--- src/verilog/tx_edge_shaper_consts.svh ---
// constants and register map of the transmitter edge shaper
// Functional notes
// - falling style in edge-type bits 7:4; codes 1-3 pick 1, 2 or 3 ramps.
// - codes 4-6 pick table shaping: no adaptation, supply correction, scaled by supply.
// - rising style in bits 3:0, same code set, independent of falling.
// - firmware falling edge: bits 6:4 of shape setting give time constant.
// - table falling edge: bits 6:4 of shape setting pick table 0 to 3.
// - firmware rising edge: bits 2:0 give its time constant setting.
// - table rising edge: bits 2:0 pick one of four tables, 0 to 3.
// - duration bit 7 doubles every transition state, both edges together.
// - scaling off means one carrier cycle per state; on means two cycles.
// - duration bits 4:0 give active state count, shared by both edges.
// - Type F 212 residual level sets carrier linearly, 0x00 off, 0xff full.
`ifndef TX_EDGE_SHAPER_CONSTS_SVH
`define TX_EDGE_SHAPER_CONSTS_SVH

// register offsets
`define OFS_RES_B 16'h0030
`define OFS_TYPE 16'h0031
`define OFS_STYLE 16'h0032
`define OFS_LEN 16'h0033
`define OFS_RES_F 16'h0034
`define OFS_STATUS 16'h0040
`define OFS_AMP 16'h0041

// reset values
`define RST_TYPE 8'h11
`define RST_STYLE 8'h00
`define RST_LEN 8'h04
`define RST_RES 8'h00

// field layout
`define STYLE_MASK 8'h77
`define LEN_MASK 8'h9f
`define FALL_FIELD 7:4
`define RISE_FIELD 3:0
`define FALL_CFG 6:4
`define RISE_CFG 2:0
`define LUT_SEL 1:0
`define SCALE_BIT 7
`define COUNT_FIELD 4:0
`define STAT_ERR_BIT 5

// style codes
`define CODE_FW1 4'h1
`define CODE_FW2 4'h2
`define CODE_FW3 4'h3
`define CODE_LUT 4'h4
`define CODE_LUT_CORR 4'h5
`define CODE_LUT_RAW 4'h6

// amplitude and curve shaping points
`define AMP_FULL 8'hff
`define AMP_ZERO 8'h00
`define KNEE_X 8'h80
`define KNEE_BASE 8'h40
`define KNEE_STEP 8'h10
`define THIRD_X1 8'h40
`define THIRD_X2 8'hc0
`define S_MID 8'h80
`define SUPPLY_NOMINAL 8'h80

`endif

--- src/verilog/tx_edge_shaper_pkg.sv ---
// types shared by the transmitter edge shaper
package tx_edge_shaper_pkg;

  typedef enum logic [0:0] {
    ST_IDLE,
    ST_RAMP
  } phase_type;

  typedef struct packed {
    logic [7:0] res_b;
    logic [7:0] edge_type;
    logic [7:0] edge_style;
    logic [7:0] edge_len;
    logic [7:0] res_f;
    logic [7:0] rd_data;
    logic [7:0] amp;
    logic [7:0] start;
    logic [7:0] target;
    logic [4:0] k;
    logic half;
    logic falling;
    logic last_mod;
    logic cfg_err;
    logic [7:0] edge_cnt;
    phase_type phase;
  } state_type;

endpackage
--- src/verilog/edge_curve_if.sv ---
// carrier between the shaper sequencer and its curve evaluator
`timescale 1ns/100ps
interface edge_curve_if;
  logic [3:0] style;
  logic [2:0] cfg;
  logic [7:0] frac;
  logic [7:0] supply;
  logic [7:0] shaped;
  logic reserved;

  modport seq (output style, cfg, frac, supply, input shaped, reserved);
  modport curve (input style, cfg, frac, supply, output shaped, reserved);
endinterface

--- src/verilog/tx_edge_curve.sv ---
// maps edge progress to shaped progress for one style and setting
`timescale 1ns/100ps
`include "tx_edge_shaper_consts.svh"
module tx_edge_curve (
  // link to sequencer
  edge_curve_if.curve cv
);

  // linear segment from (x0,y0) to (x1,y1); needs x1 > x0, y1 >= y0
  function automatic logic [7:0] seg(input logic [7:0] x, input logic [7:0] x0,
      input logic [7:0] x1, input logic [7:0] y0, input logic [7:0] y1);
    logic [15:0] p;
    // widen both factors first so the product keeps its upper byte
    p = {8'h00, 8'(y1 - y0)} * {8'h00, 8'(x - x0)};
    return 8'(y0 + 8'(p / {8'h00, 8'(x1 - x0)}));
  endfunction

  // square of an eight-bit value scaled down
  function automatic logic [7:0] sq(input logic [7:0] x, input logic s7);
    logic [15:0] p;
    p = {8'h00, x} * {8'h00, x};
    return s7 ? p[14:7] : p[15:8];
  endfunction

  // supply based scaling with saturation
  function automatic logic [7:0] scale(input logic [7:0] y,
      input logic [7:0] num, input logic [7:0] den);
    logic [15:0] p;
    logic [15:0] q;
    p = {8'h00, y} * {8'h00, num};
    q = p / {8'h00, (den == `AMP_ZERO) ? `AMP_FULL : den};
    return (q > {8'h00, `AMP_FULL}) ? `AMP_FULL : q[7:0];
  endfunction

  logic [7:0] h;
  logic [7:0] h2;
  logic [7:0] x;
  logic [7:0] tbl;
  assign x = cv.frac;
  assign h = 8'(`KNEE_BASE + 8'(cv.cfg * `KNEE_STEP));
  assign h2 = {1'b0, h[7:1]};

  // table curves: linear, ease in, ease out, s shape
  always_comb begin
    case (cv.cfg[`LUT_SEL])
      2'h0: tbl = x;
      2'h1: tbl = sq(x, 1'b0);
      2'h2: tbl = 8'(`AMP_FULL - sq(8'(`AMP_FULL - x), 1'b0));
      default: tbl = (x < `S_MID) ? sq(x, 1'b1) :
        8'(`AMP_FULL - sq(8'(`AMP_FULL - x), 1'b1));
    endcase
  end

  // style decode; the time constant sets knee height of segmented ramps
  always_comb begin
    cv.reserved = 1'b0;
    case (cv.style)
      `CODE_FW1: cv.shaped = x;
      `CODE_FW2: cv.shaped = (x < `KNEE_X) ?
        seg(x, `AMP_ZERO, `KNEE_X, `AMP_ZERO, h) :
        seg(x, `KNEE_X, `AMP_FULL, h, `AMP_FULL);
      `CODE_FW3: begin
        if (x < `THIRD_X1) begin
          cv.shaped = seg(x, `AMP_ZERO, `THIRD_X1, `AMP_ZERO, h2);
        end else if (x < `THIRD_X2) begin
          cv.shaped = seg(x, `THIRD_X1, `THIRD_X2, h2, 8'(`AMP_FULL - h2));
        end else begin
          cv.shaped = seg(x, `THIRD_X2, `AMP_FULL, 8'(`AMP_FULL - h2),
            `AMP_FULL);
        end
      end
      `CODE_LUT: cv.shaped = tbl;
      `CODE_LUT_CORR: begin
        cv.shaped = scale(tbl, `SUPPLY_NOMINAL, cv.supply);
      end
      `CODE_LUT_RAW: begin
        cv.shaped = scale(tbl, cv.supply, `SUPPLY_NOMINAL);
      end
      default: begin
        // reserved style: abrupt step rather than an undefined curve
        cv.shaped = `AMP_FULL;
        cv.reserved = 1'b1;
      end
    endcase
  end

endmodule

--- src/verilog/tx_edge_shaper.sv ---
// transmitter edge shaper: config registers and envelope sequencer
`timescale 1ns/100ps
`include "tx_edge_shaper_consts.svh"
module tx_edge_shaper (
  // clock and reset
  input wire logic i_ref_clk,
  input wire logic i_resetn,
  // register port
  input wire logic [15:0] i_addr,
  input wire logic [7:0] i_wr_data,
  input wire logic i_wr_en,
  input wire logic i_rd_en,
  output logic [7:0] o_rd_data,
  // modulation control
  input wire logic i_carrier_tick,
  input wire logic i_mod_active,
  input wire logic i_type_f,
  input wire logic [7:0] i_amplifier_supply_voltage,
  // amplifier side
  output logic [7:0] o_pa_envelope,
  output logic o_edge_busy,
  output logic o_edge_falling
);

  tx_edge_shaper_pkg::state_type s_reg;
  tx_edge_shaper_pkg::state_type s_next;

  edge_curve_if cif ();

  tx_edge_curve u_curve (
    .cv(cif.curve)
  );

  logic [4:0] count;
  logic scaled;
  logic [5:0] k1;
  logic [12:0] num;
  logic [7:0] resid;
  logic edge_start;
  logic last_state;
  logic signed [9:0] diff;
  logic signed [18:0] prod;
  logic signed [18:0] lerp;

  // shared length settings drive both edges
  assign count = s_reg.edge_len[`COUNT_FIELD];
  assign scaled = s_reg.edge_len[`SCALE_BIT];
  assign k1 = 6'({1'b0, s_reg.k} + 6'h01);
  // at or past the count, so a shortened length mid-ramp still ends it
  assign last_state = (k1 >= {1'b0, count});

  // residual level follows the selected card type
  assign resid = i_type_f ? s_reg.res_f : s_reg.res_b;
  assign edge_start = (i_mod_active != s_reg.last_mod);

  // curve inputs; the falling and rising fields are chosen per edge
  always_comb begin
    cif.style = s_reg.falling ? s_reg.edge_type[`FALL_FIELD] :
      s_reg.edge_type[`RISE_FIELD];
    cif.cfg = s_reg.falling ? s_reg.edge_style[`FALL_CFG] :
      s_reg.edge_style[`RISE_CFG];
    cif.supply = i_amplifier_supply_voltage;
    num = {7'h00, k1} * {5'h00, `AMP_FULL};
    if (count == 5'h00) begin
      cif.frac = `AMP_FULL;
    end else begin
      cif.frac = 8'(num / {8'h00, count});
    end
  end

  // interpolate between start and target by shaped progress
  always_comb begin
    diff = signed'({2'b00, s_reg.target}) - signed'({2'b00, s_reg.start});
    prod = 19'(diff * signed'({11'h000, cif.shaped}));
    lerp = 19'(signed'({11'h000, s_reg.start}) + prod / 19'sd255);
  end

  // next state: registers, read data and envelope sequencing
  always_comb begin
    s_next = s_reg;
    s_next.rd_data = `AMP_ZERO;

    // register writes; reserved bits are dropped on the way in
    if (i_wr_en) begin
      case (i_addr)
        `OFS_RES_B: s_next.res_b = i_wr_data;
        `OFS_TYPE: s_next.edge_type = i_wr_data;
        `OFS_STYLE: s_next.edge_style = i_wr_data & `STYLE_MASK;
        `OFS_LEN: s_next.edge_len = i_wr_data & `LEN_MASK;
        `OFS_RES_F: s_next.res_f = i_wr_data;
        `OFS_STATUS: begin
          // write one to clear the config error flag
          if (i_wr_data[`STAT_ERR_BIT]) begin
            s_next.cfg_err = 1'b0;
          end
        end
        default: begin
        end
      endcase
    end

    // reads answer one cycle later; unmapped addresses read zero
    if (i_rd_en) begin
      case (i_addr)
        `OFS_RES_B: s_next.rd_data = s_reg.res_b;
        `OFS_TYPE: s_next.rd_data = s_reg.edge_type;
        `OFS_STYLE: s_next.rd_data = s_reg.edge_style;
        `OFS_LEN: s_next.rd_data = s_reg.edge_len;
        `OFS_RES_F: s_next.rd_data = s_reg.res_f;
        `OFS_STATUS: s_next.rd_data = {
          s_reg.phase == tx_edge_shaper_pkg::ST_RAMP,
          s_reg.falling, s_reg.cfg_err, s_reg.k};
        `OFS_AMP: s_next.rd_data = s_reg.amp;
        default: s_next.rd_data = `AMP_ZERO;
      endcase
    end

    // sequencer: a new edge restarts from the present level
    s_next.last_mod = i_mod_active;
    if (edge_start) begin
      s_next.start = s_reg.amp;
      s_next.target = i_mod_active ? resid : `AMP_FULL;
      s_next.falling = i_mod_active;
      s_next.k = 5'h00;
      s_next.half = 1'b0;
      s_next.edge_cnt = 8'(s_reg.edge_cnt + 8'h01);
      if (count == 5'h00) begin
        // no active states: jump straight to the target
        s_next.amp = s_next.target;
        s_next.phase = tx_edge_shaper_pkg::ST_IDLE;
      end else begin
        s_next.phase = tx_edge_shaper_pkg::ST_RAMP;
      end
    end else begin
      case (s_reg.phase)
        tx_edge_shaper_pkg::ST_RAMP: begin
          if (i_carrier_tick) begin
            if (scaled && !s_reg.half) begin
              s_next.half = 1'b1;
            end else begin
              s_next.half = 1'b0;
              s_next.k = 5'(k1);
              if (cif.reserved) begin
                // set beats a clear in the same cycle
                s_next.cfg_err = 1'b1;
              end
              if (last_state) begin
                s_next.amp = s_reg.target;
                s_next.phase = tx_edge_shaper_pkg::ST_IDLE;
              end else begin
                s_next.amp = lerp[7:0];
              end
            end
          end
        end
        tx_edge_shaper_pkg::ST_IDLE: begin
          // steady modulation follows a changed residual setting
          if (s_reg.last_mod) begin
            s_next.amp = resid;
          end
        end
        default: s_next.phase = tx_edge_shaper_pkg::ST_IDLE;
      endcase
    end
  end

  // state register with synchronous reset
  always_ff @(posedge i_ref_clk) begin
    if (!i_resetn) begin
      s_reg.res_b <= `RST_RES;
      s_reg.edge_type <= `RST_TYPE;
      s_reg.edge_style <= `RST_STYLE;
      s_reg.edge_len <= `RST_LEN;
      s_reg.res_f <= `RST_RES;
      s_reg.rd_data <= `AMP_ZERO;
      s_reg.amp <= `AMP_FULL;
      s_reg.start <= `AMP_FULL;
      s_reg.target <= `AMP_FULL;
      s_reg.k <= 5'h00;
      s_reg.half <= 1'b0;
      s_reg.falling <= 1'b0;
      s_reg.last_mod <= 1'b0;
      s_reg.cfg_err <= 1'b0;
      s_reg.edge_cnt <= 8'h00;
      s_reg.phase <= tx_edge_shaper_pkg::ST_IDLE;
    end else begin
      s_reg <= s_next;
    end
  end

  // outputs straight from the state register
  assign o_rd_data = s_reg.rd_data;
  assign o_pa_envelope = s_reg.amp;
  assign o_edge_busy = (s_reg.phase == tx_edge_shaper_pkg::ST_RAMP);
  assign o_edge_falling = s_reg.falling;

endmodule

--- config.mk ---
export PLATFORM = sky130hd
export DESIGN_NAME = tx_edge_shaper
export DESIGN_NICKNAME = d
export VERILOG_FILES = /design/src/verilog/tx_edge_shaper_pkg.sv /design/src/verilog/edge_curve_if.sv /design/src/verilog/tx_edge_curve.sv /design/src/verilog/tx_edge_shaper.sv
export VERILOG_INCLUDE_DIRS = /design/src /design/src/verilog
export SDC_FILE = /design/constraint.sdc
export NUM_CORES = 2
export LEC_CHECK = 0
export ABC_AREA = 1
export BUFFER_PORTS_ARGS = -buffer_cell sky130_fd_sc_hd__buf_2
export CORE_UTILIZATION = 35
export DETAILED_ROUTE_END_ITERATION = 8
export HOLD_SLACK_MARGIN = 0.15
export PLACE_DENSITY = 0.58
export SLEW_MARGIN = 20
export SYNTH_ARGS = -nofsm -noshare
export SYNTH_HDL_FRONTEND = slang
export SYNTH_SLANG_ARGS = --single-unit
--- constraint.sdc ---
create_clock -name i_ref_clk -period 85.9 [get_ports i_ref_clk]
set_input_delay 8.59 -clock i_ref_clk [delete_from_list [all_inputs] [get_ports i_ref_clk]]
set_output_delay 8.59 -clock i_ref_clk [all_outputs]
set_load 0.05 [all_outputs]
# [After elaboration in Yosys (flattened, before gate mapping)]
# Index checks and enable logic that the tools add are counted.
[op_classes] addsub=17 multipliers=10 div=5 n_lt_le_gt_ge=6 n_eq_ne=20 muxes=37 bitwise_logic=3 reduce_logical=16
[ops] op="$mux W8" count=16
[ops] op="$eq A16 B6 Y1 const B" count=5
[ops] op="$mul A8 B8 Y16" count=5
[ops] op="$pmux W8 S7" count=1
[ops] op="$pmux W8 S6" count=1
[ops] op="$sub A8 B8 Y8 const A" count=5
[ops] op="$eq A16 B7 Y1 const B" count=2
[ops] op="$mul A8 B8 Y15" count=2
[ops] op="$add A8 B8 Y8" count=3
[ops] op="$pmux W8 S3" count=1
[ops] op="$div A19 B9 Y19 const B" count=1
[ops] op="$mul A9 B9 Y18" count=1
[ops] op="$div A15 B8 Y16" count=1
[ops] op="$div A16 B6 Y16 const B" count=1
[ops] op="$div A16 B7 Y16 const B" count=1
[ops] op="$gt A16 B8 Y1 const B" count=1
[ops] op="$lt A8 B8 Y1 const B" count=2
[ops] op="$pmux W8 S2" count=1
[ops] op="$sub A8 B8 Y8 const B" count=2
[ops] op="$mux W1" count=15
[ops] op="$mul A7 B8 Y14" count=1
[ops] op="$reduce_and A2 Y1" count=7
[ops] op="$div A13 B5 Y13" count=1
[ops] op="$mul A6 B8 Y13 const B" count=1
[ops] op="other kinds (31)" count=37
[word_totals] ff_bits=78 elab_cells=129

# [Depth between registers and ports, before layout]
[logic_depth] depth_word=21 depth_mapped=492 ltp_nobuf=480

# [Hierarchy]
# Synthesis repeated with hierarchy kept, for this count alone.
[unflattened] cells_unflattened=5384 area_unflattened_um2=34264.1
[by_module_without_submodules] module="tx_edge_curve" n_inst=1 cells_per_inst=3182 area_per_inst_um2=20434.6
[by_module_without_submodules] module="tx_edge_shaper" n_inst=1 cells_per_inst=2202 area_per_inst_um2=13829.5

# [Worst setup path after synthesis]
# No wires, ideal clock.
[synth_timing] kind="reg2reg" startpoint="register s_reg[14] (netlist name)" endpoint="register s_reg, in the netlist o_pa_envelope[7]" setup_time_ns=0.115 arrival_time_ns=62.049 required_time_ns=85.785 slack_ns=23.736 path_stages_with_launch=464 n_path_buf=13 period_less_slack_ns=62.164 cell_sequence="dfxtp_1 ha_1 nand3_1 xor2_1 ha_1 inv_1 ha_1 inv_1 fa_1 fa_1 inv_1 ha_1 a21oi_1 o21ai_1 nand2_1 nand2_1 nor2_1 nand3_1 [428 not listed] a21oi_1 nand2_1 a21oi_1 o21bai_1 nand2_1 nand2_1 a21oi_1 xor2_1 xnor2_1 inv_1 nand3_1 nand3_1 nand2_1 nand2_1 nand2_1 nand2_1 nand2_1 nand2_1"
[synth_between] elab_chain_cells=21 word_cells_on_any_way=46 classes_between="add/sub: 11; mul: 10; div: 5; order compare: 6; mux: 14"
[synth_rtl] item="from (decl)" line="tx_edge_shaper.sv:25" source="tx_edge_shaper_pkg::state_type s_reg;"
[synth_rtl] item="from (signal assigned)" line="tx_edge_shaper.sv:187" source="s_reg <= s_next;"
[synth_rtl] item="$add A5 B1 Y6 *" line="tx_edge_shaper.sv:48" source="assign k1 = 6'({1'b0, s_reg.k} + 6'h01);"
[synth_rtl] item="branches (longest 15 deep; another with $div A19 B9 Y19)"
[synth_rtl] item="$mux W8 *" line="tx_edge_shaper.sv:147" source="if (last_state) begin"
[synth_rtl] item="$mux W8 *" line="tx_edge_shaper.sv:138" source="if (scaled && !s_reg.half) begin"
[synth_rtl] item="$mux W8 *" line="tx_edge_shaper.sv:137" source="if (i_carrier_tick) begin"
[synth_rtl] item="$pmux W8 S2 *" line="tx_edge_shaper.sv:135" source="case (s_reg.phase)"
[synth_rtl] item="$mux W8 *" line="tx_edge_shaper.sv:120" source="if (edge_start) begin"
# Every way passes the cells marked *. The select of a mux whose other input is x is not followed.
# A chain may end at the register's enable or synchronous reset.

# [Final worst setup path]
[layout_timing] startpoint="register s_reg[13] (netlist name)" endpoint="register s_reg, in the netlist o_pa_envelope[7]"
[layout_between] elab_chain_cells=21 word_cells_on_any_way=46 classes_between="add/sub: 11; mul: 10; div: 5; order compare: 6; mux: 14"
[layout_rtl] item="$add A5 B1 Y6 *" line="tx_edge_shaper.sv:48"
[layout_rtl] item="net k1[0]" line="tx_edge_shaper.sv:36" source="logic [5:0] k1;"
[layout_rtl] item="branches (longest 15 deep; another with $div A19 B9 Y19)"
[layout_rtl] item="$mux W8 *" line="tx_edge_shaper.sv:147"
[layout_rtl] item="$mux W8 *" line="tx_edge_shaper.sv:138"
[layout_rtl] item="$mux W8 *" line="tx_edge_shaper.sv:137"
[layout_rtl] item="$pmux W8 S2 *" line="tx_edge_shaper.sv:135"
[layout_rtl] item="$mux W8 *" line="tx_edge_shaper.sv:120"
# Mark *: on every way through the listed nets, which the timed path passes. The select of a mux whose other input is x is not followed.

==> flow_metrics.tcl <==
set metrics [dict create \
    run_status "completed" \
    r2r_cells 446 \
    final_area_sq_um 36030 \
    cap_violations 0 \
    critPathRequiredTime_ps 86130 \
    post-route-drc-count 0 \
    largest_reg_flops 55 \
    grt_usage 0.1897 \
    synth_area_leaders "ha_1 18%, fa_1 14%, nand2_1 13%" \
    final_antenna_net_count 0 \
    synth_top_area_frac 0.1768 \
    worstSetupStartpointType "register" \
    synth_top_cell_by_area "ha_1" \
    synth_flop_cell "dfxtp_1" \
    via_per_inst 4.860 \
    grt_max_degree 35 \
    synthXorXnorAreaFrac 0.06024 \
    dr.first_iter.drc_count 1852 \
    reg2reg_from "s_reg[13]" \
    cts_post_setup_buffers_inserted 0 \
    drive_above_1_share 0.08469 \
    num_rows 114 \
    hold_path_class "reg -> reg" \
    cts_root_buf "clkbuf_16" \
    netlist_area_sq_um 34110 \
    path_clk_slew_ps 60 \
    antenna_found_initial 3 \
    synth_cell_types 79 \
    io_buffers 56 \
    hp-start "s_reg[84]" \
    detail_route.wl_per_cell_um 14.21 \
    cts_inserted_buffers 9 \
    postLayoutSetupSlackWorst_ps 14620 \
    tns_ps 0 \
    area_growth_pct 5.643 \
    totalWireLength_mm 93.50 \
    async_reset_ff_frac 0 \
    place_ws_ps 14890 \
    synth_common_cells "1,159 x nand2_1, 1,042 x inv_1, 482 x ha_1, 416 x nor2_1, 328 x nand3_1" \
    initial_core_util 0.3532 \
    htree_levels 3 \
    min_path_cells 2 \
    worstSetupEndpointType "register" \
    postSynthCellCount 5282 \
    insertion_delay_ps 340 \
    slew_headroom 0.3475 \
    ys_warn_count 0 \
    die_w_um 314.2 \
    synth_edf_count 0 \
    numClockSinks 78 \
    drt_pass1_iterations 5 \
    setup_viol 0 \
    avgSynthCellArea_sq_um 6.457 \
    synth_seq_area_share 0.04578 \
    slew_violations 0 \
    finalHoldViolCount 0 \
    die_y_um 314.2 \
    rsz0062_at_grt "no" \
    tightest_slew_ps 968.5 \
    ios 57 \
    globalRouteOverflowTotal 0 \
    reg2reg_setup_slack_ps 14620 \
    fin_nets 6048 \
    fmax_ghz 0.01403 \
    fin_skew_ps 9.780 \
    cp-startpoint "s_reg[13]" \
    num_vias 31980 \
    dpl_cell_area_sq_um 35720 \
    crit_arrival_ps 71510 \
    synth_fa_ha_area_frac 0.3118 \
    period_share 0.8298 \
    grt_pass1_wl_mm 155.9 \
    fin_cells 6579 \
    cpMostUsedCell "nand2_1" \
    placedCellCount 6562 \
    synth-seq-cells 78 \
    clockBufferDepth 2 \
    core_area_sq_um 96570 \
    cp_slowest_cell "a221oi_2" \
    dpl.hpwl_mm 79.06 \
    holdBufCountCts 0 \
    yosysMostFrequentCell "nand2_1" \
    gp_congestion 0.9011 \
    cts_resized 0 \
    synth_compound_area_frac 0.1299 \
    path_class "reg -> reg" \
    critPathMaxStageDelay_ps 790 \
    n_fill_cell 10410 \
    synthSimpleGateAreaFrac 0.3143 \
    period_needed_ps 71280 \
    synth.mux.area_fraction 0.0002935 \
    cts_tree "yes" \
    critPathMaxFanout 25 \
    die_area_sq_um 98700 \
    synth_top_family_by_area "simple AND/OR/NAND/NOR gates" \
    grt_pass1_vias 31220 \
]
## critical path: cells and delay by family (launching register included)
kind | cells | cell delay [ps]
AO/OA/AOI/OAI | 112 | 18880
XOR/XNOR | 5 | 1210
adder cells (fa/ha/maj) | 46 | 15520
buffers and inverters | 64 | 7900
flip-flops | 1 | 570
AND/OR/NAND/NOR | 219 | 26970
## layer usage
metal | vias up | share of wire | track usage
li1 | 16770 | - | -
met5 | - | 0 | 0
met4 | 0 | 0.019 | 0.03581
met2 | 485 | 0.46 | 0.3267
met1 | 14630 | 0.49 | 0.2611
met3 | 95 | 0.031 | 0.01133
## logic make-up (layout without fill, tap and decap cells)
kind of cell	Yosys count	count (layout)
AND/OR/NAND/NOR	2305	2305
AO/OA/AOI/OAI	760	760
adder cells (fa/ha/maj)	712	712
buffers and inverters	1192	1204
multiplexers	1	1
other	2	11
XOR/XNOR	232	232
flip-flops	78	78
## stage by stage
step / utilization / hold WS [ps]
floorplan: - / 433.7
global placement: 0.3699 / 448.2
detailed placement: 0.3699 / 451.8
CTS: 0.3730 / 461.6
global route: 0.3731 / 476.3
finish: 0.3731 / 462.4
## final timing paths
check                                         to
worst min register to register         s_reg[84]
worst max register to register  o_pa_envelope[7]
worst max-delay path            o_pa_envelope[7]
worst min-delay path                   s_reg[84]
## cells in the final DEF (no fill, tap or decap), drive strengths merged, types with 15 or more instances in the layout
cell type and count:
or2 40, nor3 47, dfxtp 78, o21ai 304, o21bai 37, fa 230
xnor2 71, inv 1092, nand3 388, nand4 55, a31oi 15, nand2 1268
a211oi 19, xor2 161, nor2 464, nand3b 16, a21oi 254, ha 482
o211ai 31, buf 88, a21o 29
## cell type report
cell class | count | area, sq um | share of cell area
clock inverters | 6 | 71.32 | 0.001979
clock buffers | 10 | 229.0 | 0.006355
diodes | 1 | 2.502 | 0.00006945
repair buffers | 88 | 520.5 | 0.01445
well taps | 1276 | 1597 | 0.04431
flip-flops and latches | 78 | 1562 | 0.04334
multi-input cells | 4020 | 27900 | 0.7744
inverters | 1100 | 4148 | 0.1151
Power is not shown: default switching activity piles up to over one toggle a cycle in this logic, so the estimate is an artifact.
